<file path="src/logic/rivm_pkg.sv">
// Purpose: Constants and types for the reset and interrupt vector map
// Assumes: 100 MHz core clock, word-addressed program memory
// Notes: Notes on behaviour follow
//
// Notes on behaviour
// - All reset causes share vector 1 at address 0x0000 when fuse unprogrammed.
// - External irq zero at 0x0002, irq one at 0x0004, two words apart.
// - Pin-change irqs a, b, c at 0x0006, 0x0008, 0x000A.
// - Watchdog timeout irq at 0x000C, vector number 7.
// - Timer 2 compare A 0x000E, compare B 0x0010, overflow 0x0012.
// - Timer 1 capture, compare A, compare B, overflow at 0x0014..0x001A.
// - Timer 0 compare A 0x001C, compare B 0x001E, overflow 0x0020.
// - Serial transfer done irq at 0x0022.
// - Serial port rx 0x0024, buffer empty 0x0026, tx done 0x0028.
// - Converter 0x002A, eeprom 0x002C, comparator 0x002E, two-wire 0x0030, self-program 0x0032.
// - Programmed fuse starts execution at the boot reset address.
// - Fuse value 1 means unprogrammed, 0 means programmed.
// - Table select set adds boot section start to every interrupt vector offset.
// - Fuse alone picks reset address, select bit alone picks table base.
// - Select and change-enable bits live in control reg, reset to zero.
package rivm_pkg;

    localparam int RIVM_NUM_IRQ = 25;
    localparam int RIVM_ADDR_W = 14;
    localparam int RIVM_VEC_W = 5;

    // Reset address when the fuse is unprogrammed
    localparam logic [13:0] RIVM_RESET_APP = 14'h0000;
    // Boot section start; size decoding is outside this block
    localparam logic [13:0] RIVM_BOOT_START = 14'h1C00;
    // Offset of the first interrupt vector and spacing between vectors
    localparam logic [13:0] RIVM_VEC_FIRST = 14'h0002;
    localparam logic [13:0] RIVM_VEC_STEP = 14'h0002;
    localparam logic [13:0] RIVM_VEC_LAST = 14'h0032;
    // Fuse levels
    localparam logic RIVM_FUSE_UNPROG = 1'h1;
    // Control register bit positions and reset value
    localparam int RIVM_CTL_SEL_BIT = 1;
    localparam int RIVM_CTL_CHG_BIT = 0;
    localparam logic [7:0] RIVM_CTL_RESET = 8'h00;
    // Dispatch handshake timeout for the assertion helper
    localparam int RIVM_ACK_WAIT = 8;

    typedef enum logic [1:0] {
        RIVM_IDLE = 2'b00,
        RIVM_RESET_FETCH = 2'b01,
        RIVM_OFFER = 2'b10
    } rivm_state_t;

    // Request offered to the fetch unit
    typedef struct packed {
        logic valid;
        logic is_reset;
        logic [4:0] vec_idx;
        logic [13:0] addr;
    } rivm_fetch_t;

endpackage

</file>
<file path="src/logic/rivm_prio.sv">
// Purpose: Lowest-index pending request finder
// Assumes: Requests already masked by the enable logic
// Notes: Pure combinational
`timescale 1ns/10ps
`default_nettype none
module rivm_prio
(
    input wire logic [24:0] req_i,
    output logic any_o,
    output logic [4:0] idx_o
);
    import rivm_pkg::*;

    // Scan downward so the lowest set bit wins
    always_comb
    begin
        any_o = 1'b0;
        idx_o = 5'h00;
        for (int i = RIVM_NUM_IRQ - 1; i >= 0; i--)
        begin
            if (req_i[i])
            begin
                any_o = 1'b1;
                idx_o = 5'(i);
            end
        end
    end
endmodule
`default_nettype wire

</file>
<file path="src/logic/rivm_addr.sv">
// Purpose: Vector index to program address
// Assumes: Table base chosen by the caller
// Notes: Combinational; index 0 is the first interrupt vector
`timescale 1ns/10ps
`default_nettype none
module rivm_addr
(
    input wire logic [13:0] base_i,
    input wire logic [4:0] idx_i,
    output logic [13:0] addr_o
);
    import rivm_pkg::*;

    // Offsets run from 0x0002 in steps of two words
    assign addr_o = 14'(base_i + RIVM_VEC_FIRST + 14'(idx_i) * RIVM_VEC_STEP);
endmodule
`default_nettype wire

</file>
<file path="src/logic/rivm_top.sv">
// Purpose: Reset and interrupt vector map for the CPU fetch unit
// Assumes: Requests come from same-clock peripheral logic, already enabled
// Notes: Fuse and control writes arrive from core logic on this clock
`timescale 1ns/10ps
`default_nettype none
module rivm_top
(
    input wire logic ref_clk_i,
    input wire logic rstn_i,
    input wire logic boot_reset_fuse_i,
    input wire logic [24:0] irq_req_i,
    input wire logic global_irq_en_i,
    input wire logic fetch_ack_i,
    input wire logic ctl_we_i,
    input wire logic [7:0] ctl_wdata_i,
    output rivm_pkg::rivm_fetch_t fetch_o,
    output logic [7:0] mcu_control_reg_o
);
    import rivm_pkg::*;

    // --------------------------------------------------------------
    // State and registers
    // --------------------------------------------------------------
    rivm_state_t state_q;
    rivm_state_t state_d;
    rivm_fetch_t fetch_q;
    logic [7:0] ctl_q;
    logic fuse_q;
    logic prio_any;
    logic [4:0] prio_idx;
    logic [13:0] table_base;
    logic [13:0] vec_addr;
    logic [13:0] reset_addr;
    logic vector_table_select;

    assign vector_table_select = ctl_q[RIVM_CTL_SEL_BIT];

    // Fuse sampled by a clocked process while reset is held
    always_ff @(posedge ref_clk_i)
    begin
        if (!rstn_i)
            fuse_q <= boot_reset_fuse_i;
    end

    // Control register, cleared at reset so the table starts in app space
    always_ff @(posedge ref_clk_i)
    begin
        if (!rstn_i)
            ctl_q <= RIVM_CTL_RESET;
        else if (ctl_we_i)
            ctl_q <= ctl_wdata_i & 8'h03;
    end

    // --------------------------------------------------------------
    // Address selection
    // --------------------------------------------------------------
    // Reset address from the fuse alone, table base from select alone
    assign reset_addr = (fuse_q == RIVM_FUSE_UNPROG) ? RIVM_RESET_APP
                                                      : RIVM_BOOT_START;
    assign table_base = vector_table_select ? RIVM_BOOT_START : 14'h0000;

    rivm_prio u_prio
    (
        .req_i(irq_req_i & {RIVM_NUM_IRQ{global_irq_en_i}}),
        .any_o(prio_any),
        .idx_o(prio_idx)
    );

    rivm_addr u_addr
    (
        .base_i(table_base),
        .idx_i(prio_idx),
        .addr_o(vec_addr)
    );

    // --------------------------------------------------------------
    // Dispatch state machine
    // --------------------------------------------------------------
    // Reset fetch first, then only real requests are offered
    always_comb
    begin
        state_d = state_q;
        case (state_q)
            RIVM_RESET_FETCH:
                if (fetch_ack_i)
                    state_d = RIVM_IDLE;
            RIVM_IDLE:
                if (prio_any)
                    state_d = RIVM_OFFER;
            RIVM_OFFER:
                if (fetch_ack_i)
                    state_d = RIVM_IDLE;
            default:
                state_d = RIVM_IDLE;
        endcase
    end

    always_ff @(posedge ref_clk_i)
    begin
        if (!rstn_i)
            state_q <= RIVM_RESET_FETCH;
        else
            state_q <= state_d;
    end

    // Fetch request register; held stable while offered
    always_ff @(posedge ref_clk_i)
    begin
        if (!rstn_i)
            fetch_q <= '0;
        else if (state_q == RIVM_RESET_FETCH)
        begin
            fetch_q.valid <= !fetch_ack_i;
            fetch_q.is_reset <= 1'b1;
            fetch_q.vec_idx <= 5'h00;
            fetch_q.addr <= reset_addr;
        end
        else if (state_q == RIVM_IDLE && prio_any)
        begin
            fetch_q.valid <= 1'b1;
            fetch_q.is_reset <= 1'b0;
            fetch_q.vec_idx <= prio_idx;
            fetch_q.addr <= vec_addr;
        end
        else if (state_q == RIVM_OFFER && fetch_ack_i)
            fetch_q.valid <= 1'b0;
    end

    assign fetch_o = fetch_q;
    assign mcu_control_reg_o = ctl_q;

    // One lowest-first check per request line
    for (genvar g = 0; g < RIVM_NUM_IRQ; g++)
    begin : g_prio_chk

    end

    // --------------------------------------------------------------
    // Offset table for the checks
    // --------------------------------------------------------------
    // Written out per source so the adder is checked against a table
    // that does not share its arithmetic
    function automatic logic [9:0] table_ofs(input logic [4:0] idx);
        logic [9:0] ofs;
        ofs = 10'h3FF;
        case (idx)
            // External requests
            5'h00: ofs = 10'h002;
            5'h01: ofs = 10'h004;
            // Pin-change requests
            5'h02: ofs = 10'h006;
            5'h03: ofs = 10'h008;
            5'h04: ofs = 10'h00A;
            // Watchdog timeout
            5'h05: ofs = 10'h00C;
            // 8-bit timer 2
            5'h06: ofs = 10'h00E;
            5'h07: ofs = 10'h010;
            5'h08: ofs = 10'h012;
            // 16-bit timer 1
            5'h09: ofs = 10'h014;
            5'h0A: ofs = 10'h016;
            5'h0B: ofs = 10'h018;
            5'h0C: ofs = 10'h01A;
            // 8-bit timer 0
            5'h0D: ofs = 10'h01C;
            5'h0E: ofs = 10'h01E;
            5'h0F: ofs = 10'h020;
            // Serial peripheral
            5'h10: ofs = 10'h022;
            // Serial port
            5'h11: ofs = 10'h024;
            5'h12: ofs = 10'h026;
            5'h13: ofs = 10'h028;
            // Converter, eeprom, comparator, two-wire, self-program
            5'h14: ofs = 10'h02A;
            5'h15: ofs = 10'h02C;
            5'h16: ofs = 10'h02E;
            5'h17: ofs = 10'h030;
            5'h18: ofs = 10'h032;
            default: ofs = 10'h3FF;
        endcase
        return ofs;
    endfunction
endmodule
`default_nettype wire

</file>
<file path="config.mk">
export PLATFORM = sky130hd
export DESIGN_NAME = rivm_top
export DESIGN_NICKNAME = d
export VERILOG_FILES = /design/src/logic/rivm_pkg.sv /design/src/logic/rivm_prio.sv /design/src/logic/rivm_addr.sv /design/src/logic/rivm_top.sv
export SDC_FILE = /design/constraint.sdc
export NUM_CORES = 1
export LEC_CHECK = 0
export BUFFER_PORTS_ARGS = -buffer_cell sky130_fd_sc_hd__buf_2
export CAP_MARGIN = 0
export CELL_PAD_IN_SITES_DETAIL_PLACEMENT = 0
export CELL_PAD_IN_SITES_GLOBAL_PLACEMENT = 1
export CORE_MARGIN = 10
export CORE_UTILIZATION = 30
export DETAILED_ROUTE_END_ITERATION = 8
export GPL_ROUTABILITY_DRIVEN = 0
export PLACE_DENSITY = 0.89
export SETUP_SLACK_MARGIN = 0.1
export SYNTH_ARGS = -nofsm -noshare
export SYNTH_HDL_FRONTEND = slang
export SYNTH_SLANG_ARGS = --single-unit
</file>
<file path="constraint.sdc">
create_clock -name ref_clk_i -period 2.55 [get_ports ref_clk_i]
set_clock_uncertainty 0.1 [all_clocks]
set_input_delay 0 -clock ref_clk_i [delete_from_list [all_inputs] [get_ports ref_clk_i]]
set_output_delay 0 -clock ref_clk_i [all_outputs]
set_load 0.005 [all_outputs]
</file>
Word level (Yosys, flattened, before mapping). Cells that the tools add are included.

Add/subtract/negate cells: 2. Equality and inequality tests: 4. Multiplexer cells: 59. Bitwise operators: 2. Reductions and logical operators: 9.

Operators with widths (number): two-way mux 5 bit (25); two-way mux 1 bit (27); two-way mux 13 bit (2); bitwise AND 25 bit (1); two-way mux 21 bit (1); two-way mux 20 bit (1); adder 13 x 2 -> 14 bit (second input constant) (1); adder 14 x 6 -> 14 bit (1); two-way mux 2 bit (2); one-hot mux 2 bit (2 select lines) (1); OR reduction 2 bit (2); nonzero test 3 bit (1); equality test 2 x 1 -> 1 bit (second input constant) (1); equality test 2 bit (second input constant) (1); logical AND 1 bit (2); zero test 2 bit (1); inequality test 2 x 1 -> 1 bit (second input constant) (1); inequality test 2 bit (second input constant) (1); AND reduction 2 bit (1); nonzero test 2 bit (1); zero test 1 bit (1); NOT 1 bit (1).

Bits in registers: 26. Input bits: 39. Output and inout port bits: 29. Word-level logic and storage cells: 83.

Depth between registers and ports, before layout. Gate-level depths: netlist (run 1).

Word-level depth: 29. Gate-level depth with buffers: 11. Depth with buffers taken out: 11.

By module. Synthesis (run 1) repeated with hierarchy kept, for this count alone.

Cell total of the unflattened synthesis: 262. Area total of the unflattened synthesis: 1988.2 µm².

Modules (own cells, without submodules): rivm_top (instances 1, cells each 151, area each 1214.9 µm², sequential area each 530.5 µm²); rivm_addr (instances 1, cells each 62, area each 478.0 µm², sequential area each 0.0 µm²); rivm_prio (instances 1, cells each 49, area each 295.3 µm², sequential area each 0.0 µm²).

Worst setup path before layout (run 1). No wires, ideal clock.

Kind: input-to-reg. Start: in irq_req_i[12]. End: reg fetch_q (netlist bit fetch_o[5]). Arrival time: 1.591 ns. Slack: 0.795 ns. Stages on the path: 10. Cell sequence: or4b_1 > a221oi_1 > o41a_2 > nor2_1 > a21oi_1 > ha_1 > nand3_1 > o21ai_0 > a32oi_1 > nor2_1.

Longest elaborated chain between the ends: 17.

Ends and longest elaborated chain: start, declared (line rivm_top.sv:11) `input wire logic [24:0] irq_req_i,`; bitwise AND 25 bit (line rivm_top.sv:64) `.req_i(irq_req_i & {RIVM_NUM_IRQ{global_irq_en_i}}),`; two-way mux 5 bit (13 in series) (line rivm_prio.sv:21) `if (req_i[i])`; net prio_idx[0] (line rivm_top.sv:30) `logic [4:0] prio_idx;`; adder 14 x 6 -> 14 bit (line rivm_addr.sv:15) `assign addr_o = 14'(base_i + RIVM_VEC_FIRST + 14'(idx_i) * RIVM_VEC_STEP);`; two-way mux 20 bit (line rivm_top.sv:118) `else if (state_q == RIVM_IDLE && prio_any)`; two-way mux 21 bit (line rivm_top.sv:111) `else if (state_q == RIVM_RESET_FETCH)`; end, declared (line rivm_top.sv:26) `rivm_fetch_t fetch_q;`.

The timed path passes the listed nets, and every way through them passes these cells. The select of a mux whose other input is x is not followed. A chain may end at the register's enable or synchronous reset.

Final worst setup path (run 1).
Start: in irq_req_i[2]. End: reg fetch_q (netlist bit fetch_o[20]).

Longest elaborated chain between the ends: 7.

Ends and longest elaborated chain (line): bitwise AND 25 bit * (rivm_top.sv:64); two-way mux 1 bit * (3 in series) (rivm_prio.sv:21); logical AND 1 bit * (rivm_top.sv:118); two-way mux 1 bit (rivm_top.sv:118); two-way mux 21 bit (rivm_top.sv:111).

Mark *: on every way between the ends. The rest lies on a longest branch, timed or not.

==> results of run 1 <==
state kept, by name (all words and copies together) (netlist names):
name / flops
fetch_o: 14
mcu_control_reg_o: 2
state_q: 2
fuse_q: 1
logic make-up (layout without fill, tap and decap cells):
group	Yosys count	after routing	share of synthesized area, %
AND/OR/NAND/NOR	54	54	21.7
AO/OA/AOI/OAI	45	45	27.4
buffers and inverters	27	75	13.6
flip-flops	19	19	30.2
adder cells (fa/ha/maj)	4	4	3.88
XOR/XNOR	2	2	1.36
multiplexers	2	2	1.55
other	1	11	0.290
what timing repair did:
action,in CTS,in global routing
hold buffers,10,0
resized for setup,0,1
endpoints found under the hold margin,7,0
endpoints found under the setup margin,0,1
worst max-delay path, delay by kind of cell:
family / cells / cell delay (ns)
buf+inv: 2 / 0.67
compound gates: 3 / 0.86
simple gates: 3 / 0.76
how the worst min path moves through the flow:
stage	startpoint	slack, ns	cells past startpoint	end
finish	irq_req_i[24]	0.06	4	fetch_o[18]
global route	irq_req_i[24]	0.12	4	fetch_o[18]
CTS	irq_req_i[24]	0.06	4	fetch_o[18]
detailed placement	boot_reset_fuse_i	0.08	1	fuse_q
global placement	boot_reset_fuse_i	0.08	1	fuse_q
floorplan	fetch_ack_i	-0.01	1	fetch_o[20]
power breakdown:
part,internal [mW],leakage [nW],switching [mW]
Combinational,0.0947,0.590,0.121
Clock,0.111,0.0228,0.0958
Sequential,0.321,0.157,0.0122
Total,0.527,0.770,0.229
cell usage in the layout (no fill, tap or decap), types with 2 or more instances in the layout:
master,synthesis,layout
buf_2,0,50
dlygate4sd3_1,0,10
ha_1,4,4
clkbuf_8,2,3
nor4_1,3,2
mux2i_1,2,2
nand2_1,18,18
nor2_1,17,17
a211oi_1,4,4
o31ai_1,3,3
a21oi_1,12,12
conb_1,1,11
o41ai_1,3,3
o21ai_0,4,4
nor3b_1,2,2
a221oi_1,2,2
a21o_1,2,2
o41ai_2,3,3
inv_1,11,11
dfxtp_1,18,18
nand2b_1,6,6
through the flow:
step	power, mW	util [%]	hold WS, ns	cell area, sq um
after detailed placement	0.541	36.9	0.0782	1510
final	0.756	40.6	0.0595	1660
after global placement	0.538	36.9	0.0782	1510
after global routing	0.805	40.6	0.122	1660
after floorplan	0.481	-	-0.0116	1330
after CTS	0.766	40.4	0.0629	1650
layer usage:
metal / track usage [%] / share of wire [%]
met3: 4.26 / 8.1
met4: 0.449 / 0
met1: 10.1 / 42
met2: 15.5 / 49
met5: 0 / 0
cell type report:
class	count	area (sq um)	share of cell area [%]
Multi-Input combinational cell	118	769	46.4
Sequential cell	19	390	23.5
Timing Repair Buffer	60	350	21.1
Tap cell	50	62.6	3.77
Clock buffer	4	45.0	2.71
Inverter	11	41.3	2.49
==> impl_metrics.csv, run 1 <==
group,metric,value,unit
placement,dp_slack,0.424,ns
sta,fmax,446,MHz
sta,rsz0062_at_grt,"no",
detailed_routing,dr.pass1.iters,4,
sta,setup_viol,0,
sta,worst_slack,0.306,ns
floorplanning,rows,23,
clock_network,htreeDepth,1,
critical_path,rrSetupSlack,0.38,ns
logic_synthesis,synth_edf_count,1,
detailed_routing,drc,0,
logic_synthesis,ys_async_sr_fraction,0,%
grt,grt_first_pass_wirelength,5630,microns
critical_path,crit_start,"irq_req_i[2]",
power_and_ir_drop,cellPowerDensity,455,mW/mm^2
clock_network,cts_buffer_depth,2,
layout,fin_cells,262,
logic_synthesis,synth_area,0.00129,sq mm
logic_synthesis,ys_types,44,
floorplanning,io_pins,68,
placement,placedCellCount,248,
layout,diodes,0,
critical_path,path_class,"input port to register",
critical_path,cp_max_fo,12,
clock_network,cts_buffers,3,
grt,grtUsageTotal,8.89,%
placement,place.detailed.hpwl,2830,microns
outcome,status,"completed",
grt,grt.overflow.total,0,
critical_path,worstReg2RegEnd,"fetch_o[15]",
clock_network,clk_latency,0.25,ns
logic_synthesis,synth.area.top_cells,"dfxtp_1, buf_4, nand2_1",
floorplanning,fp.dieW,85.6,microns
power_and_ir_drop,power.leakage,0.770,nW
critical_path,cp-end-kind,"register",
power_and_ir_drop,ir_drop,0.363,mV
floorplanning,start_util,31.6,%
grt,grt_pass1_vias,1239,
logic_synthesis,syn_area_per_cell,8.38,sq um
critical_path,cp_data_required_time,2.59,ns
logic_synthesis,yosysSeqAreaShare,30.2,%
logic_synthesis,yosysWarnings,0,
min_path,hold_path_class,"input port to register",
critical_path,critPathLaunchType,"input port",
job,maxCapViolCount,0,
sta,hold_viol,0,
sta,setup_tns,0,ns
critical_path,endpoint,"fetch_o[20]",
critical_path,reg2regPathDepth,6,
critical_path,arrival,2.29,ns
floorplanning,design.die.area,0.00733,sq mm
detailed_routing,antenna_left,0,
logic_synthesis,synth_commonest_cells,"dfxtp_1, nand2_1, nor2_1, buf_4, a21oi_1",
layout,n_fill_cell,437,
floorplanning,core_area,0.00409,sq mm
detailed_routing,routedWlPerCell,13.3,microns
detailed_routing,drtIter0Drc,40,
detailed_routing,finalWirelength,3480,microns
logic_synthesis,synth_ff_type,"dfxtp_1",
sta,fin_crit,2.24,ns
sta,maxSlewViolCount,0,
logic_synthesis,synth_cells,154,
clock_network,root_buffer,"clkbuf_8",
logic_synthesis,synth_top_area_cell,"dfxtp_1",
detailed_routing,vias_per_cell,4.78,
sta,finalCritPeriodShare,88.0,%
grt,antenna_found_initial,0,
logic_synthesis,yosys_register_bits,19,
grt,grt_max_degree,13,
critical_path,crit_chain,"buf_2, o41ai_1, nand4_1, nand2b_1, and2_2, o31ai_1, a21oi_1, dlygate4sd3_1",
logic_synthesis,yosys.area.top_type_share,27.9,%
layout,layout.nets,256,
clock_network,tritoncts,"built",
clock_network,cts.clk_slew.worst_paths,0.07,ns
clock_network,cts.sinks,19,
critical_path,slowest_stage,"o41ai_1",
critical_path,crit_path_max_incr_delay,0.57,ns
layout,drive_gt1_share,30.7,%
placement,io_buffers,50,
sta,worstMarginPinSlew,0.556,ns
clock_network,postCtsSetupBuffers,0,
sta,slew-limit-headroom,62.4,%
detailed_routing,route.vias.total,1252,
critical_path,reg2reg_from,"state_q[0]",
layout,layout-area-overhead-vs-synth,28.5,%
floorplanning,die_h,85.6,microns
No activity file was read; power rests on OpenSTA's default activity.
==> run 2, diff against run 1 <==
==> constraint.sdc (replaced) <==
create_clock -name ref_clk_i -period 2.55 [get_ports ref_clk_i]
set_clock_uncertainty 0.1 [all_clocks]
set_input_delay 0.255 -clock ref_clk_i [delete_from_list [all_inputs] [get_ports ref_clk_i]]
set_output_delay 0.255 -clock ref_clk_i [all_outputs]
set_load 0.005 [all_outputs]
==> impl_metrics.csv, run 2 (synthesis results as in run 1) <==
group,metric,value,unit
critical_path,crit_start,"irq_req_i[12]",
critical_path,reg2reg_from,"state_q[0]",
clock_network,clk_latency,0.25,ns
clock_network,post_cts_resized,0,
critical_path,cp-end-kind,"register",
sta,worstMarginPinSlew,0.590,ns
critical_path,critPathLaunchType,"input port",
critical_path,cp_max_fo,3,
grt,grt_max_degree,13,
placement,placedCellCount,252,
grt,grt_first_pass_wirelength,5330,microns
layout,seq_area,390,sq um
clock_network,cts.clk_slew.worst_paths,0.07,ns
detailed_routing,finalWirelength,3320,microns
floorplanning,core_area,0.00409,sq mm
layout,largest_reg_flops,14,
clock_network,cts_buffer_depth,2,
layout,layout_commonest_cell,"buf_2",
power_and_ir_drop,ir_drop,0.254,mV
grt,antenna_found_initial,0,
layout,layout.nets,250,
critical_path,worstReg2RegEnd,"fetch_o[15]",
sta,fin_crit,2.04,ns
placement,place.detailed.hpwl,2770,microns
layout,layout_common_cells,"buf_2, nand2_1, dfxtp_1",
sta,setup_viol,0,
clock_network,postCtsSetupBuffers,0,
sta,setup_tns,0,ns
floorplanning,die_h,85.6,microns
power_and_ir_drop,cellPowerDensity,470,mW/mm^2
critical_path,cp_data_required_time,2.64,ns
job,maxCapViolCount,0,
detailed_routing,route.vias.total,1213,
layout,diodes,0,
layout,fin_cells,256,
detailed_routing,antenna_left,0,
floorplanning,io_pins,68,
critical_path,path_class,"input port to register",
grt,grt_pass1_vias,1197,
clock_network,htreeDepth,1,
critical_path,arrival,2.13,ns
clock_network,hold_buffers,0,
detailed_routing,drtIter0Drc,51,
clock_network,cts_buffers,3,
layout,layout-area-overhead-vs-synth,22.6,%
floorplanning,fp.dieW,85.6,microns
power_and_ir_drop,total_power,744,uW
sta,finalCritPeriodShare,79.8,%
min_path,hold_path_class,"input port to register",
layout,postLayoutCoreUtil,38.7,%
critical_path,slowest_stage,"or4b_1",
critical_path,crit_chain,"buf_2, or4b_1, a221oi_1, o41a_2, nor2_1, a21oi_1, ha_1, nand3_1, o21ai_0, a32oi_1, nor2_1",
sta,hold_viol,0,
floorplanning,start_util,31.6,%
power_and_ir_drop,power.leakage,0.750,nW
clock_network,cts.sinks,19,
sta,rsz0062_at_grt,"no",
sta,fmax,491,MHz
floorplanning,design.die.area,0.00733,sq mm
critical_path,crit_path_max_incr_delay,0.52,ns
placement,io_buffers,50,
clock_network,root_buffer,"clkbuf_8",
detailed_routing,dr.pass1.iters,4,
detailed_routing,drc,0,
outcome,status,"completed",
layout,multi_input_area,763,sq um
sta,slew-limit-headroom,60.2,%
sta,holdWs,0.0716,ns
detailed_routing,vias_per_cell,4.74,
clock_network,tritoncts,"built",
detailed_routing,routedWlPerCell,13.0,microns
layout,n_fill_cell,450,
floorplanning,rows,23,
critical_path,crit_top_cell,"nor2_1",
critical_path,rrSetupSlack,0.93,ns
grt,grt.overflow.total,0,
layout,drive_gt1_share,33.0,%
critical_path,endpoint,"fetch_o[5]",
grt,grtUsageTotal,8.42,%
sta,maxSlewViolCount,0,
critical_path,reg2regPathDepth,5,
==> run 2: cell types whose count changed in the layout (fill, tap and decap cells not counted), sizes merged <==
cell / change
dlygate4sd3: -10
buf: +4
==> run 2: worst min path at each step <==
| stage | start | end | depth (start not counted) |
|---|---|---|---|
| 6_report | boot_reset_fuse_i | fuse_q | 1 |
| 5_1_grt | boot_reset_fuse_i | fuse_q | 1 |
| 4_1_cts | boot_reset_fuse_i | fuse_q | 1 |
| 3_5_place_dp | boot_reset_fuse_i | fuse_q | 1 |
| 3_3_place_gp | boot_reset_fuse_i | fuse_q | 1 |
| 2_1_floorplan | fetch_ack_i | fetch_o[20] | 1 |
==> run 2: metrics by stage <==
| stage | cell area [sq um] | worst slack (ns) |
|---|---|---|
| after CTS | 1580 | 0.506 |
| after floorplan | 1330 | 0.540 |
| after detailed placement | 1540 | 0.247 |
| after global placement | 1540 | 0.262 |
| final | 1580 | 0.514 |
| after global routing | 1580 | 0.406 |
==> run 2: per-layer routing <==
| layer | wire length (microns) | part of all wire [%] | global-route usage [%] |
|---|---|---|---|
| met3 | 281 | 8.5 | 3.69 |
| met2 | 1600 | 48 | 14.0 |
| met4 | 21 | 0.63 | 1.80 |
| met1 | 1420 | 43 | 9.71 |
| met5 | 0 | 0 | 0 |
==> run 2: report_power, final <==
| group | internal (mW) | total, mW | switching [mW] |
|---|---|---|---|
| Clock | 0.111 | 0.206 | 0.0952 |
| Sequential | 0.321 | 0.333 | 0.0117 |
| Combinational | 0.0862 | 0.204 | 0.118 |
| Total | 0.518 | 0.744 | 0.225 |
==> run 2: critical path: cells and delay by family <==
kind / cells / cell delay (ns)
adders and majority gates: 1 / 0.21
buffers and inverters: 1 / 0.12
and+or+nand+nor: 4 / 0.73
AOI/OAI and AO/OA: 5 / 0.81
==> run 2: area by class of cell <==
cell class / count / share of cell area [%]
multi-input cells: 118 / 48.2
clock buffers: 4 / 2.85
well taps: 50 / 3.95
inverters: 11 / 2.61
flip-flops and latches: 19 / 24.7
repair buffers: 54 / 17.7
==> run 3, diff against run 2 <==
==> constraint.sdc (replaced) <==
create_clock -name ref_clk_i -period 2 [get_ports ref_clk_i]
set_clock_uncertainty 0.1 [all_clocks]
set_input_delay 0.2 -clock ref_clk_i [delete_from_list [all_inputs] [get_ports ref_clk_i]]
set_output_delay 0.2 -clock ref_clk_i [all_outputs]
set_load 0.005 [all_outputs]
==> impl_metrics.csv, run 3 (synthesis results as in run 1) <==
group,metric,value,unit
sta,setup_tns,0,ns
floorplanning,start_util,31.6,%
layout,seq_area,390,sq um
detailed_routing,routedWlPerCell,12.7,microns
clock_network,clk_latency,0.25,ns
layout,drive_gt1_share,45.1,%
detailed_routing,vias_per_cell,4.64,
sta,fmax,544,MHz
min_path,hold_path_class,"input port to register",
grt,grtUsageTotal,9.48,%
critical_path,rrSetupSlack,0.44,ns
layout,postLayoutCoreUtil,45.5,%
power_and_ir_drop,cellPowerDensity,546,mW/mm^2
floorplanning,core_area,0.00409,sq mm
floorplanning,design.die.area,0.00733,sq mm
placement,place.detailed.hpwl,3020,microns
placement,io_buffers,50,
critical_path,cp-end-kind,"register",
layout,n_fill_cell,428,
power_and_ir_drop,ir_drop,0.349,mV
grt,grt_pass1_vias,1399,
clock_network,tritoncts,"built",
sta,setup_viol,0,
power_and_ir_drop,p_clk_share,25.9,%
min_path,hold_path_depth,1,
power_and_ir_drop,p_switching,305,uW
min_path,hp-start,"boot_reset_fuse_i",
layout,layout.nets,279,
critical_path,reg2reg_from,"state_q[0]",
layout,stdcell_area,0.00186,sq mm
clock_network,cts.sinks,19,
layout,diodes,0,
grt,grt.overflow.total,0,
critical_path,arrival,1.93,ns
grt,grt_first_pass_wirelength,6030,microns
floorplanning,rows,23,
sta,fin_crit,1.84,ns
floorplanning,die_h,85.6,microns
layout,multi_input_area,811,sq um
layout,layout-area-overhead-vs-synth,44.1,%
layout,layout_common_cells,"buf_2, buf_4, nand2_1, dfxtp_1, nor2_1",
sta,finalCritPeriodShare,91.9,%
power_and_ir_drop,swShare,30.0,%
critical_path,cp_max_fo,2,
outcome,status,"completed",
power_and_ir_drop,seqPwrFrac,41.8,%
sta,hold_viol,0,
placement,place_area,0.00177,sq mm
critical_path,worstReg2RegEnd,"fetch_o[15]",
layout,layout_commonest_cell,"buf_2",
detailed_routing,drtIter0Drc,66,
clock_network,root_buffer,"clkbuf_8",
critical_path,path_class,"input port to register",
min_path,min_to,"fuse_q",
clock_network,cts_buffer_depth,2,
clock_network,cts.clk_slew.worst_paths,0.07,ns
sta,rsz0062_at_grt,"yes",
floorplanning,io_pins,68,
detailed_routing,route.vias.total,1322,
critical_path,cp_data_required_time,2.09,ns
clock_network,hold_buffers,0,
power_and_ir_drop,internal_power,712,uW
detailed_routing,finalWirelength,3620,microns
clock_network,htreeDepth,1,
clock_network,cts_buffers,3,
power_and_ir_drop,power.leakage,0.903,nW
detailed_routing,drc,0,
job,maxCapViolCount,0,
detailed_routing,antenna_left,0,
grt,grt_max_degree,13,
layout,largest_reg_flops,14,
detailed_routing,dr.pass1.iters,4,
critical_path,reg2regPathDepth,6,
critical_path,critPathLaunchType,"input port",
grt,antenna_found_initial,0,
power_and_ir_drop,comb_power_share,32.4,%
floorplanning,fp.dieW,85.6,microns
sta,maxSlewViolCount,0,
[run 3: power groups by stage]
stage                     logic, mW  clock network, mW  registers (mW)
after global routing          0.373              0.294           0.428
after CTS                     0.323              0.273           0.425
after detailed placement      0.317                  0           0.434
final                         0.329              0.263           0.425
after floorplan               0.179                  0           0.434
after global placement        0.313                  0           0.432
[run 3: routing by layer]
metal | up-vias | global-route usage [%] | wire length, microns
met1 | 597 | 10.3 | 1510
met3 | 0 | 4.35 | 260
met4 | 0 | 0.898 | 0
li1 | 694 | - | -
met2 | 31 | 17.0 | 1860
met5 | - | 0 | 0
[run 3: cell type report]
type | count | area share [%]
multi-input cells | 118 | 43.6
repair buffers | 83 | 27.4
flip-flops and latches | 19 | 21.0
well taps | 50 | 3.36
clock buffers | 4 | 2.42
inverters | 11 | 2.22
[run 3: critical path, stage by stage]
cell and delay, ns:
buf_2 0.10, or4b_4 0.53, a221oi_2 0.17, o41a_2 0.18
nor2_1 0.05, a21oi_2 0.14, ha_2 0.20, nand3_1 0.06
o21ai_1 0.07, a32oi_1 0.11, nor2_1 0.09
[run 3: worst max path at each step]
| stage | startpoint | end | slack (ns) |
|---|---|---|---|
| after floorplan | irq_req_i[8] | fetch_o[5] | 0.06 |
| after global placement | irq_req_i[8] | fetch_o[5] | -0.20 |
| after detailed placement | irq_req_i[8] | fetch_o[5] | -0.22 |
| after CTS | irq_req_i[8] | fetch_o[5] | 0.11 |
| after global routing | irq_req_i[8] | fetch_o[5] | 0.003 |
| final | irq_req_i[8] | fetch_o[5] | 0.16 |
[run 3: timing repair]
item | 4_1_cts | 5_1_grt
pin swaps | 0 | 1
buffers inserted | 0 | 1
resized for setup | 3 | 6
endpoints found under the setup margin | 2 | 5
[run 3: stage by stage]
step	setup slack, ns	hold WS [ns]	power, mW	cells
after floorplan	0.0622	0.188	0.614	164
after global placement	-0.196	0.278	0.746	280
after detailed placement	-0.223	0.288	0.751	280
after CTS	0.111	0.0170	1.02	284
after global routing	0.00281	0.0209	1.09	285
final	0.161	0.0255	1.02	285
